File: config.mk
export PLATFORM = sky130hd
export DESIGN_NAME = sbc_unit
export DESIGN_NICKNAME = d
export VERILOG_FILES = /design/src/rtl/sbc_pkg.sv /design/src/rtl/sbc_unit.sv
export SDC_FILE = /design/constraint.sdc
export NUM_CORES = 1
export LEC_CHECK = 0
export ABC_AREA = 1
export BUFFER_PORTS_ARGS = -buffer_cell sky130_fd_sc_hd__buf_4
export CELL_PAD_IN_SITES_DETAIL_PLACEMENT = 2
export CELL_PAD_IN_SITES_GLOBAL_PLACEMENT = 2
export CORE_MARGIN = 2
export CORE_UTILIZATION = 30
export CTS_CLUSTER_DIAMETER = 100
export DETAILED_ROUTE_END_ITERATION = 7
export GPL_TIMING_DRIVEN = 0
export HOLD_SLACK_MARGIN = 0.12
export PLACE_DENSITY = 0.83
export SYNTH_ARGS = -nofsm -noshare
export SYNTH_HDL_FRONTEND = slang
export SYNTH_SLANG_ARGS = --single-unit
File: constraint.sdc
create_clock -name core_clk_i -period 2.7 [get_ports core_clk_i]
set_clock_uncertainty 0.1 [all_clocks]
set_input_delay 0.135 -clock core_clk_i [delete_from_list [all_inputs] [get_ports core_clk_i]]
set_output_delay 0.135 -clock core_clk_i [all_outputs]
set_load 0.05 [all_outputs]
File: src/rtl/sbc_pkg.sv
// constants, types and carriers for the packed-subtract / coproc-store unit
package sbc_pkg;
	// register byte offsets on the bus
	localparam int AW = 8;
	localparam logic [7:0] OFS_INSTR = 8'h00;
	localparam logic [7:0] OFS_OPA = 8'h04;
	localparam logic [7:0] OFS_OPB = 8'h08;
	localparam logic [7:0] OFS_BASE = 8'h0C;
	localparam logic [7:0] OFS_CTRL = 8'h10;
	localparam logic [7:0] OFS_RES = 8'h14;
	localparam logic [7:0] OFS_STAT = 8'h18;
	localparam logic [7:0] OFS_WBK = 8'h1C;
	// control bit positions
	localparam int CTL_GO = 0;
	localparam int CTL_COND = 1;
	// status bit positions
	localparam int ST_BUSY = 0;
	localparam int ST_UNDEF = 1;
	localparam int ST_UNPRED = 2;
	localparam int ST_FAULT = 3;
	localparam int ST_XFER2 = 4;
	localparam int ST_WBACK = 5;
	localparam int ST_DONE = 6;
	localparam int ST_GE_LSB = 8;
	// opcode masks and matches, first halfword in bits 31:16
	localparam logic [31:0] BAR_MASK = 32'hFFF0_D0FF;
	localparam logic [31:0] BAR_MATCH = 32'hF3B0_8040;
	localparam logic [31:0] PSUB_MASK = 32'hFFF0_F0F0;
	localparam logic [31:0] S16_MATCH = 32'hFAD0_F000;
	localparam logic [31:0] S8_MATCH = 32'hFAC0_F000;
	localparam logic [31:0] CPS_MASK = 32'hEE10_0000;
	localparam logic [31:0] CPS_MATCH = 32'hEC00_0000;
	localparam logic [3:0] REG_SP = 4'hD;
	localparam logic [3:0] REG_PC = 4'hF;
	localparam logic [31:0] ADDR_STEP = 32'h0000_0004;
	localparam logic [1:0] RESP_OK = 2'h0;
	localparam logic [1:0] RESP_SLVERR = 2'h2;

	typedef enum logic [1:0] {
		SBC_IDLE,
		SBC_BARRIER,
		SBC_CP_REQ,
		SBC_CP_STORE
	} sbc_state_t;

	// bus inputs from the master
	typedef struct packed {
		logic awvalid;
		logic [AW-1:0] awaddr;
		logic wvalid;
		logic [31:0] wdata;
		logic [3:0] wstrb;
		logic bready;
		logic arvalid;
		logic [AW-1:0] araddr;
		logic rready;
	} sbc_axi_in_t;

	// bus outputs to the master
	typedef struct packed {
		logic awready;
		logic wready;
		logic bvalid;
		logic [1:0] bresp;
		logic arready;
		logic rvalid;
		logic [31:0] rdata;
		logic [1:0] rresp;
	} sbc_axi_out_t;

	// all state of the unit
	typedef struct packed {
		sbc_axi_out_t axo;
		logic aw_got;
		logic w_got;
		logic [AW-1:0] awaddr;
		logic [31:0] wdata;
		logic [3:0] wstrb;
		logic [31:0] instr;
		logic [31:0] opa;
		logic [31:0] opb;
		logic [31:0] base;
		logic cond;
		logic [31:0] res;
		logic [31:0] wbk;
		logic [3:0] ge;
		logic [6:0] stat;
		sbc_state_t state;
		logic [31:0] addr;
		logic [31:0] offs_addr;
		logic wback;
		logic barrier;
		logic cp_req;
		logic cp_pull;
		logic mem_wr;
		logic [31:0] mem_addr;
		logic [31:0] mem_data;
	} sbc_regs_t;

	localparam sbc_regs_t REGS_RST = '0;
endpackage : sbc_pkg

File: src/rtl/sbc_unit.sv
// decode and execute unit: barrier, packed subtracts, coproc store
`timescale 1ns/1ps
module sbc_unit (
	input wire logic core_clk_i,
	input wire logic rst_n_i,
	input wire sbc_pkg::sbc_axi_in_t axi_i,
	output sbc_pkg::sbc_axi_out_t axi_o,
	output logic barrier_o,
	output logic cp_req_o,
	output logic [3:0] cp_num_o,
	output logic [3:0] cp_src_reg_o,
	output logic cp_long_o,
	output logic cp_alt_o,
	output logic [7:0] cp_option_o,
	input wire logic cp_resp_i,
	input wire logic cp_accept_i,
	output logic cp_pull_o,
	input wire logic cp_word_valid_i,
	input wire logic [31:0] cp_word_i,
	input wire logic cp_done_i,
	output logic mem_wr_o,
	output logic [31:0] mem_addr_o,
	output logic [31:0] mem_data_o,
	output logic usage_fault_a_o
);
	sbc_pkg::sbc_regs_t r_reg;
	sbc_pkg::sbc_regs_t r_next;
	logic [8:0] d8 [4];
	logic [16:0] d16 [2];
	logic [31:0] diff8;
	logic [31:0] diff16;
	logic [3:0] ge8;
	logic [3:0] ge16;
	logic go_fire;
	logic is_bar;
	logic is_s16;
	logic is_s8;
	logic is_cps;
	logic [3:0] rn;
	logic [3:0] rd;
	logic [3:0] rm;
	logic bp;
	logic bu;
	logic bn;
	logic bw;
	logic [31:0] imm32;
	logic [31:0] offs;

	// per-lane signed differences, one extra bit for the sign
	genvar i;
	for (i = 0; i < 4; i++)
	begin : g_lane
		assign d8[i] = {r_reg.opa[8*i+7], r_reg.opa[8*i+:8]}
			- {r_reg.opb[8*i+7], r_reg.opb[8*i+:8]};
		assign diff8[8*i+:8] = d8[i][7:0];
		assign ge8[i] = ~d8[i][8];
		if (i < 2)
		begin : g_half
			assign d16[i] = {r_reg.opa[16*i+15], r_reg.opa[16*i+:16]}
				- {r_reg.opb[16*i+15], r_reg.opb[16*i+:16]};
			assign diff16[16*i+:16] = d16[i][15:0];
			assign ge16[2*i+:2] = {2{~d16[i][16]}};
		end
	end

	// instruction fields and opcode matches
	assign rn = r_reg.instr[19:16];
	assign rd = r_reg.instr[11:8];
	assign rm = r_reg.instr[3:0];
	assign bp = r_reg.instr[24];
	assign bu = r_reg.instr[23];
	assign bn = r_reg.instr[22];
	assign bw = r_reg.instr[21];
	assign is_bar = (r_reg.instr & sbc_pkg::BAR_MASK) == sbc_pkg::BAR_MATCH;
	assign is_s16 = (r_reg.instr & sbc_pkg::PSUB_MASK) == sbc_pkg::S16_MATCH;
	assign is_s8 = (r_reg.instr & sbc_pkg::PSUB_MASK) == sbc_pkg::S8_MATCH;
	assign is_cps = (r_reg.instr & sbc_pkg::CPS_MASK) == sbc_pkg::CPS_MATCH;
	assign imm32 = {22'h000000, r_reg.instr[7:0], 2'h0};
	// add or subtract the scaled offset
	assign offs = bu ? (r_reg.base + imm32) : (r_reg.base - imm32);

	// next-state logic: bus slave, decoder and store sequencer
	always_comb
	begin
		r_next = r_reg;
		go_fire = 1'b0;
		r_next.barrier = 1'b0;
		r_next.mem_wr = 1'b0;
		// write address and data taken in either order
		if (axi_i.awvalid && r_reg.axo.awready)
		begin
			r_next.aw_got = 1'b1;
			r_next.awaddr = axi_i.awaddr;
		end
		if (axi_i.wvalid && r_reg.axo.wready)
		begin
			r_next.w_got = 1'b1;
			r_next.wdata = axi_i.wdata;
			r_next.wstrb = axi_i.wstrb;
		end
		if (r_reg.axo.bvalid && axi_i.bready)
			r_next.axo.bvalid = 1'b0;
		// register write once both halves are in
		if (r_reg.aw_got && r_reg.w_got && !r_reg.axo.bvalid)
		begin
			r_next.aw_got = 1'b0;
			r_next.w_got = 1'b0;
			r_next.axo.bvalid = 1'b1;
			r_next.axo.bresp = sbc_pkg::RESP_OK;
			for (int b = 0; b < 4; b++)
			begin
				if (r_reg.wstrb[b])
				begin
					case (r_reg.awaddr)
						sbc_pkg::OFS_INSTR:
							r_next.instr[8*b+:8] = r_reg.wdata[8*b+:8];
						sbc_pkg::OFS_OPA:
							r_next.opa[8*b+:8] = r_reg.wdata[8*b+:8];
						sbc_pkg::OFS_OPB:
							r_next.opb[8*b+:8] = r_reg.wdata[8*b+:8];
						sbc_pkg::OFS_BASE:
							r_next.base[8*b+:8] = r_reg.wdata[8*b+:8];
						default:
							r_next.axo.bresp = r_reg.axo.bresp;
					endcase
				end
			end
			case (r_reg.awaddr)
				sbc_pkg::OFS_INSTR, sbc_pkg::OFS_OPA, sbc_pkg::OFS_OPB,
				sbc_pkg::OFS_BASE, sbc_pkg::OFS_STAT, sbc_pkg::OFS_RES,
				sbc_pkg::OFS_WBK:
					r_next.axo.bresp = sbc_pkg::RESP_OK;
				sbc_pkg::OFS_CTRL:
				begin
					r_next.axo.bresp = sbc_pkg::RESP_OK;
					if (r_reg.wstrb[0])
					begin
						r_next.cond = r_reg.wdata[sbc_pkg::CTL_COND];
						// go ignored while a sequence runs
						go_fire = r_reg.wdata[sbc_pkg::CTL_GO]
							&& r_reg.state == sbc_pkg::SBC_IDLE;
					end
				end
				default:
					r_next.axo.bresp = sbc_pkg::RESP_SLVERR;
			endcase
		end
		r_next.axo.awready = !r_next.aw_got && !r_next.axo.bvalid;
		r_next.axo.wready = !r_next.w_got && !r_next.axo.bvalid;
		// reads: one at a time, unmapped gives an error
		if (r_reg.axo.rvalid && axi_i.rready)
			r_next.axo.rvalid = 1'b0;
		if (axi_i.arvalid && r_reg.axo.arready)
		begin
			r_next.axo.rvalid = 1'b1;
			r_next.axo.rresp = sbc_pkg::RESP_OK;
			case (axi_i.araddr)
				sbc_pkg::OFS_INSTR: r_next.axo.rdata = r_reg.instr;
				sbc_pkg::OFS_OPA: r_next.axo.rdata = r_reg.opa;
				sbc_pkg::OFS_OPB: r_next.axo.rdata = r_reg.opb;
				sbc_pkg::OFS_BASE: r_next.axo.rdata = r_reg.base;
				sbc_pkg::OFS_CTRL: r_next.axo.rdata = {30'h0, r_reg.cond, 1'b0};
				sbc_pkg::OFS_RES: r_next.axo.rdata = r_reg.res;
				sbc_pkg::OFS_STAT:
					r_next.axo.rdata = {20'h0, r_reg.ge, 1'b0, r_reg.stat};
				sbc_pkg::OFS_WBK: r_next.axo.rdata = r_reg.wbk;
				default:
				begin
					r_next.axo.rdata = 32'h0000_0000;
					r_next.axo.rresp = sbc_pkg::RESP_SLVERR;
				end
			endcase
		end
		r_next.axo.arready = !r_next.axo.rvalid;
		// decoder and sequencer
		case (r_reg.state)
			sbc_pkg::SBC_IDLE:
			begin
				if (go_fire)
				begin
					r_next.stat = 7'h00;
					r_next.stat[sbc_pkg::ST_DONE] = 1'b1;
					if (is_bar)
					begin
						r_next.state = sbc_pkg::SBC_BARRIER;
						r_next.barrier = 1'b1;
						r_next.stat[sbc_pkg::ST_DONE] = 1'b0;
						r_next.stat[sbc_pkg::ST_UNPRED] = r_next.cond;
					end
					else if (is_s16 || is_s8)
					begin
						r_next.res = is_s16 ? diff16 : diff8;
						r_next.ge = is_s16 ? ge16 : ge8;
						r_next.stat[sbc_pkg::ST_UNPRED] =
							rd == sbc_pkg::REG_SP || rd == sbc_pkg::REG_PC
							|| rn == sbc_pkg::REG_SP || rn == sbc_pkg::REG_PC
							|| rm == sbc_pkg::REG_SP || rm == sbc_pkg::REG_PC;
					end
					else if (is_cps && !bp && !bu && !bw)
					begin
						r_next.stat[sbc_pkg::ST_UNDEF] = !bn;
						r_next.stat[sbc_pkg::ST_XFER2] = bn;
					end
					else if (is_cps)
					begin
						r_next.stat[sbc_pkg::ST_UNPRED] = rn == sbc_pkg::REG_PC;
						// index picks offset or base start
						r_next.addr = bp ? offs : r_reg.base;
						r_next.offs_addr = offs;
						r_next.wback = bw;
						r_next.stat[sbc_pkg::ST_DONE] = 1'b0;
						r_next.state = sbc_pkg::SBC_CP_REQ;
						r_next.cp_req = 1'b1;
					end
					else
						r_next.stat[sbc_pkg::ST_UNDEF] = 1'b1;
				end
			end
			sbc_pkg::SBC_BARRIER:
			begin
				// no store issued in the fence cycle
				r_next.state = sbc_pkg::SBC_IDLE;
				r_next.stat[sbc_pkg::ST_DONE] = 1'b1;
			end
			sbc_pkg::SBC_CP_REQ:
			begin
				if (cp_resp_i)
				begin
					r_next.cp_req = 1'b0;
					if (cp_accept_i)
					begin
						r_next.state = sbc_pkg::SBC_CP_STORE;
						r_next.cp_pull = 1'b1;
					end
					else
					begin
						r_next.stat[sbc_pkg::ST_FAULT] = 1'b1;
						r_next.stat[sbc_pkg::ST_DONE] = 1'b1;
						r_next.state = sbc_pkg::SBC_IDLE;
					end
				end
			end
			sbc_pkg::SBC_CP_STORE:
			begin
				if (cp_word_valid_i)
				begin
					// one word, address steps by four
					r_next.mem_wr = 1'b1;
					r_next.mem_addr = r_reg.addr;
					r_next.mem_data = cp_word_i;
					r_next.addr = r_reg.addr + sbc_pkg::ADDR_STEP;
					if (cp_done_i)
					begin
						r_next.cp_pull = 1'b0;
						r_next.state = sbc_pkg::SBC_IDLE;
						r_next.stat[sbc_pkg::ST_DONE] = 1'b1;
						r_next.stat[sbc_pkg::ST_WBACK] = r_reg.wback;
						r_next.wbk = r_reg.wback ? r_reg.offs_addr : r_reg.base;
					end
				end
			end
			default:
				r_next.state = sbc_pkg::SBC_IDLE;
		endcase
		r_next.stat[sbc_pkg::ST_BUSY] = r_next.state != sbc_pkg::SBC_IDLE;
	end

	// state register
	always_ff @(posedge core_clk_i)
	begin
		if (!rst_n_i)
			r_reg <= sbc_pkg::REGS_RST;
		else
			r_reg <= r_next;
	end

	// outputs straight from the state register
	assign axi_o = r_reg.axo;
	assign barrier_o = r_reg.barrier;
	assign cp_req_o = r_reg.cp_req;
	assign cp_pull_o = r_reg.cp_pull;
	assign cp_num_o = r_reg.instr[11:8];
	assign cp_src_reg_o = r_reg.instr[15:12];
	assign cp_long_o = r_reg.instr[22];
	assign cp_alt_o = r_reg.instr[28];
	// option byte for the unindexed form
	assign cp_option_o = r_reg.instr[7:0];
	assign mem_wr_o = r_reg.mem_wr;
	assign mem_addr_o = r_reg.mem_addr;
	assign mem_data_o = r_reg.mem_data;
	assign usage_fault_a_o = r_reg.stat[sbc_pkg::ST_FAULT];
endmodule : sbc_unit

==> qor.txt, run 1 <==
Synth area leader - dfxtp_1
Slew headroom - 0.0934
Seq/Total Area, Yosys - 0.363
Post-synth EDFFs - 0
Largest cells by area after synthesis - dfxtp_1 36%, nand2_1 9.0%, o21ai_0 8.0%
Pwr dens - 468 nW/um2
Worst-Margin Slew - 1360 ps
Data required time of the critical path - 3120 ps
Starting Density - 0.303
CTS H-Tree Depth - 2
WL per Instance - 30.2 um
Worst Hold Endpoint - mem_data_o[6]$_SDFFE_PN0P_
Starting DRT DRC Count - 2,817
HPWL after DPL - 96.8 mm
Clock buffer depth - 3
Clk slew on worst S/H paths - 70 ps
Top-area cell type share of the netlist area - 0.363
Non-Filler Instances - 4,987
Total Power - 0.0149 W
Number of global-route vias before repair - 29,595
Max reg flops - 295
Hold Vio Cnt, Final - 0
Ys Warns - 0
Boundary Pins - 223
Asr flop ratio synth - 0
Worst slack, placed - -1790 ps
Layout net count - 4,072
Worst-Skew Late Latency - 660 ps
Antenna-violating nets left - 0
Port Buffer Count - 218
Number of setup violations in the final report - 60
Worst Reg-to-Reg Cells - 17
CP max FO - 3
Synthesized area per cell - 6.80 um2
Hold Path Origin - cp_word_i[6]
CP Launch Type - register
Layout cells sized above 1 - 0.246
R2R Setup Slk - -450 ps
Root Buffer - clkbuf_16
Num CTS Buffers - 51
Main synth FF type - dfxtp_1
Fin crit share - 1.17
Area growth syn-to-layout - 36.3%
Period minus WS final - 3150 ps
Post-synthesis cell count - 3,443
Chip width - 283 um
Crit Reg-Reg Startpoint - cp_option_o[0]$_SDFFE_PN0P_
Final worst slack - -448 ps
Die footprint - 80,300 um2
CTS tree - done
Status - complete, but fails checks
Max_cap viols - 0
Placed insts - 4,703
RSZ-0062 raised after global routing - yes
Worst IR Drop VDD - 0.468 mV
Failing checks - setup timing
Slew Viols, Final - 0
Die Y - 283 um
Pleak - 13.3 nW
#FFs+latches synth - 424
DRT Pass-1 Iters - 5
DRC Markers - 0
Largest net degree at the start of global routing - 15
FF-to-FF End - r_reg[112]$_SDFFE_PN0P_
Placement Rows - 102
Remaining global-route overflow - 0
Post-synth cell types - 54
Setup crit end kind - register
Gpl congestion - 0.962
First-pass GRT wire length - 198 mm
CTS sink count - 424
Hold path depth - 4
Hold WS - 177 ps
Final WL - 151 mm
Vias - 28,994
FMAX - 318 MHz
Total GRT Usage - 0.328
CP Class - register to register
Crit path DAT - 3570 ps
Initial antenna violation count - 14
Placeable Area - 77,300 um2
Synth Cell Area - 23,400 um2
Routed vias/inst - 5.81
Worst Hold Class - primary input to register
## final cells by class
cell class,instances,area [um2]
fillers,8850,45400
multi-input cells,2362,13900
flip-flops and latches,424,8520
repair buffers,407,3410
plain buffers,275,1590
inverters,383,1490
clock buffers,65,1400
well taps,1040,1300
clock inverters,25,304
diodes,6,15.0
## kinds of logic (layout without fill, tap and decap cells)
group / count (synthesis) / count (layout) / synth area share
buf+inv: 658 / 1155 / 0.129
xor+xnor: 54 / 54 / 0.0202
other cells: 1 / 8 / 0.000160
fa+ha+maj: 73 / 73 / 0.0406
flops: 424 / 424 / 0.363
simple gates: 1328 / 1328 / 0.238
compound gates: 905 / 905 / 0.210
## worst max-delay path by stage
stage / to / slack (ps) / from / depth (start not counted)
2_1_floorplan: r_reg[125]$_SDFFE_PN0P_ / -10 / cp_option_o[1]$_SDFFE_PN0P_ / 15
5_1_grt: r_reg[120]$_SDFFE_PN0P_ / -550 / cp_option_o[0]$_SDFFE_PN0P_ / 19
3_3_place_gp: r_reg[131]$_SDFFE_PN0P_ / -1760 / cp_option_o[0]$_SDFFE_PN0P_ / 15
4_1_cts: r_reg[132]$_SDFFE_PN0P_ / -220 / cp_option_o[0]$_SDFFE_PN0P_ / 23
6_report: r_reg[112]$_SDFFE_PN0P_ / -450 / cp_option_o[0]$_SDFFE_PN0P_ / 17
3_5_place_dp: r_reg[131]$_SDFFE_PN0P_ / -1790 / cp_option_o[0]$_SDFFE_PN0P_ / 15
## cells in the final DEF (no fill, tap or decap), types with 27 or more instances in the layout
cell type	instances
nor2_4	33
nand3_2	39
ha_1	39
clkbuf_16	51
clkbuf_1	110
nand3_1	138
nor3_1	42
dfxtp_1	414
buf_4	413
o22ai_1	29
dlygate4sd3_1	108
buf_2	30
o21ai_1	50
xor2_1	27
nor2_1	425
inv_2	46
a21oi_1	289
nand2_1	446
nand2_4	35
inv_1	316
nand2_2	83
o21ai_0	358
## what timing repair did
| action | 4_1_cts | 5_1_grt |
|---|---|---|
| resized for setup | 320 | 241 |
| buffers inserted | 42 | 39 |
| hold buffers | 108 | 0 |
| setup endpoints to repair | 102 | 109 |
| endpoints found under the hold margin | 100 | 0 |
| pin swaps | 89 | 125 |
## Yosys cell counts, types with 6 or more instances
master     number
nand2_1       562
nor2_1        467
dfxtp_1       424
o21ai_0       375
inv_1         356
a21oi_1       327
nand3_1       187
buf_4         131
clkbuf_1      109
ha_1           68
nor3_1         50
o21ai_1        49
xor2_1         33
buf_2          31
o22ai_1        29
nand4_1        25
inv_2          22
xnor2_1        21
o211ai_1       19
a311oi_1       17
a31oi_1        17
o31ai_1        16
o2111ai_1      14
a211oi_1       13
o21a_1         10
nor2_4          7
a21o_1          6
o21bai_1        6
## where the power goes
group	leakage, nW	switching (W)	internal (W)	total [W]
registers	3.43	0.000104	0.00631	0.00641
logic	9.09	0.000669	0.000359	0.00103
clock network	0.830	0.00333	0.00416	0.00749
## metal layers
metal / up-vias / wire length, um / GRT usage
met3: 625 / 14000 / 0.0604
met2: 1713 / 67800 / 0.536
li1: 12188 / - / -
met1: 14462 / 58300 / 0.417
met4: 6 / 10700 / 0.158
met5: - / 52 / 0
## metrics by stage
step,TNS [ps],utilization,area [um2]
after floorplan,-14.5,-,23400
after global placement,-65420,0.341,26300
after detailed placement,-66110,0.341,26400
after CTS,-4070,0.397,30700
after global routing,-16360,0.412,31900
final,-13770,0.413,31900
## worst max-delay path, stage by stage, from the launching register on
cell and delay (ps):
dfxtp_4 370, inv_6 70, ha_4 160, nand2_4 60
o21ai_4 190, buf_6 150, xor2_4 200, ha_4 260
nand2_2 120, inv_1 70, nand2_1 140, nand2_1 120
nand2_2 120, nand3_4 180, xor2_2 300, nand2_1 110
o211ai_1 170, a21oi_1 140
No activity file was read; power rests on OpenSTA's default activity.
==> inputs of run 2 (changes only) <==
--- a/config.mk
+++ b/config.mk
@@ -5,17 +5,18 @@
 export SDC_FILE = /design/constraint.sdc
 export NUM_CORES = 1
 export LEC_CHECK = 0
-export ABC_AREA = 1
+export ABC_AREA = 0
 export BUFFER_PORTS_ARGS = -buffer_cell sky130_fd_sc_hd__buf_4
 export CELL_PAD_IN_SITES_DETAIL_PLACEMENT = 2
 export CELL_PAD_IN_SITES_GLOBAL_PLACEMENT = 2
 export CORE_MARGIN = 2
-export CORE_UTILIZATION = 30
+export CORE_UTILIZATION = 32
 export CTS_CLUSTER_DIAMETER = 100
 export DETAILED_ROUTE_END_ITERATION = 7
 export GPL_TIMING_DRIVEN = 0
 export HOLD_SLACK_MARGIN = 0.12
-export PLACE_DENSITY = 0.83
+export PLACE_DENSITY = 0.84
+export SKIP_CTS_REPAIR_TIMING = 1
 export SYNTH_ARGS = -nofsm -noshare
 export SYNTH_HDL_FRONTEND = slang
 export SYNTH_SLANG_ARGS = --single-unit
==> qor.txt, run 2 <==
Status - complete, but fails checks
Failing checks - setup timing
Main synth FF type - dfxtp_1
Placement Rows - 96 (-5.9%)
Worst Hold Class - primary input to register
Period minus WS final - 4200 ps (+1050 ps)
Total GRT Usage - 0.277 (-0.0518)
Worst IR Drop VDD - 0.403 mV (-14%)
Gpl congestion - 0.949 (-1.4%)
Worst-Skew Late Latency - 630 ps (-30 ps)
Clk slew on worst S/H paths - 70 ps (about the same)
Die Y - 266 um (-6.1%)
Pwr dens - 477 nW/um2 (+1.9%)
Layout net count - 3,391 (-17%)
Clock buffer depth - 3 (unchanged)
Worst slack, placed - -2240 ps (-455 ps)
Starting Density - 0.322 (+0.0193)
CP max FO - 7 (+4)
Synth Cell Area - 22,000 um2 (-6.2%)
Ys Warns - 0 (unchanged)
Largest cells by area after synthesis - dfxtp_1 39%, nand2_1 9.9%, a21oi_1 7.4%
Starting DRT DRC Count - 1,428 (-49%)
Layout cells sized above 1 - 0.233 (-0.0130)
Placeable Area - 68,200 um2 (-12%)
Top post-synthesis cells by count - 578 x nand2_1, 424 x dfxtp_1, 323 x a21oi_1, 179 x nor2_1, 136 x clkbuf_1
Slew headroom - 0.106 (+0.0129)
Total Power - 0.0141 W (-5.8%)
Routed vias/inst - 5.62 (-3.4%)
Chip width - 266 um (-6.1%)
#FFs+latches synth - 424 (unchanged)
Final WL - 113 mm (-25%)
CP Class - register to register
Slew Viols, Final - 0 (unchanged)
Data required time of the critical path - 3080 ps (-40 ps)
CTS tree - done
Fin crit share - 1.56 (+0.390)
Synthesized area per cell - 7.96 um2 (+17%)
Die footprint - 70,800 um2 (-12%)
DRT Pass-1 Iters - 5 (unchanged)
Antenna-violating nets left - 0 (unchanged)
Boundary Pins - 223 (unchanged)
FMAX - 238 MHz (-25%)
Pleak - 11.8 nW (-11%)
Number of global-route vias before repair - 24,015 (-19%)
Post-synthesis cell count - 2,760 (-20%)
Port Buffer Count - 220 (+0.92%)
CP Launch Type - register
Num CTS Buffers - 50 (-2.0%)
WL per Instance - 27.4 um (-9.5%)
Max_cap viols - 0 (unchanged)
CTS H-Tree Depth - 2 (unchanged)
First-pass GRT wire length - 149 mm (-25%)
Asr flop ratio synth - 0 (unchanged)
Seq/Total Area, Yosys - 0.386 (+0.0238)
Post-synth cell types - 84 (+56%)
CTS sink count - 424 (unchanged)
Post-synth EDFFs - 0 (unchanged)
Commonest non-fill, non-tap cells in the layout - 568 x nand2_1, 412 x buf_4, 404 x dfxtp_1, 288 x a21oi_1, 172 x nor2_1
Setup crit end kind - register
Hold Vio Cnt, Final - 0 (unchanged)
Most numerous cell in the Yosys netlist - nand2_1
Most common cell after layout, fill and taps aside - nand2_1
Worst-Margin Slew - 1330 ps (-29.6 ps)
Fin Setup TNS - -87,270 ps (-73,500 ps)
RSZ-0062 raised after global routing - yes
Root Buffer - clkbuf_16
Synth area leader - dfxtp_1
HPWL after DPL - 78.7 mm (-19%)
DRC Markers - 0 (unchanged)
Largest net degree at the start of global routing - 14 (-1)
Crit path DAT - 4580 ps (+1010 ps)
Vias - 23,296 (-20%)
Number of setup violations in the final report - 265 (+340%)
Top-area cell type share of the netlist area - 0.386 (+0.0238)
Initial antenna violation count - 4 (-10)
Area growth syn-to-layout - 34.3%
Remaining global-route overflow - 0 (unchanged)
Max reg flops - 295 (unchanged)
Final worst slack - -1500 ps (-1050 ps)
## run 2: worst paths after layout
kind         depth (start not counted)  slack [ps]                         from                     endpoint
min                                  4          60                    axi_i[47]      r_reg[372]$_SDFFE_PN0P_
min reg2reg                          2         360  mem_addr_o[31]$_SDFFE_PN0P_  mem_addr_o[31]$_SDFFE_PN0P_
max                                 14       -1500  cp_option_o[2]$_SDFFE_PN0P_      r_reg[129]$_SDFFE_PN0P_
max reg2reg                         14       -1500  cp_option_o[2]$_SDFFE_PN0P_      r_reg[129]$_SDFFE_PN0P_
## run 2: cells by family after synthesis
kind of cell               synth area share
AOI/OAI and AO/OA                     0.214
xor gates and xnor gates             0.0239
adders and majority gates            0.0433
buffers and inverters                0.0819
DFF                                   0.386
muxes                                0.0498
other                              0.000171
and+or+nand+nor                       0.201
## run 2: metal layers
metal  up-vias  share of wire  track usage
met5         -        0.00016            0
met4         2          0.059        0.128
met3       334          0.057       0.0316
met2       850           0.49        0.491
met1     11690           0.39        0.334
li1      10420              -            -
## run 2: final cells by class
cell class	instances	area [um2]
fillers	7467	38700
diodes	1	2.50
inverters	59	221
flip-flops and latches	424	8520
multi-input cells	1988	12800
clock inverters	18	201
well taps	882	1100
repair buffers	412	3480
clock buffers	75	1430
plain buffers	288	1760
## run 2: power breakdown
part / internal (W) / switching (W)
clock network: 0.00395 / 0.00302
registers: 0.00629 / 0.0000667
logic: 0.000285 / 0.000454
total: 0.0105 / 0.00354
## run 2: metrics by stage
stage,area [um2],utilization,instances,hold slack (ps)
after floorplan,22100,-,2761,171
after global placement,24800,0.364,3863,283
after detailed placement,24800,0.364,3863,293
after CTS,26400,0.387,3956,-354
after global routing,29500,0.432,4146,140
final,29500,0.432,4147,56.3
## run 2: critical path, cell delays in order, from the launching register on
cell	delay (ps)
dfxtp_2	340
buf_8	140
or4_4	510
nor4_4	280
ha_1	300
mux2_4	280
ha_4	340
o21ai_4	90
a2111oi_4	390
o21ai_4	170
a21oi_4	310
o31ai_4	140
a311oi_2	340
nor2_1	90
o221a_2	240
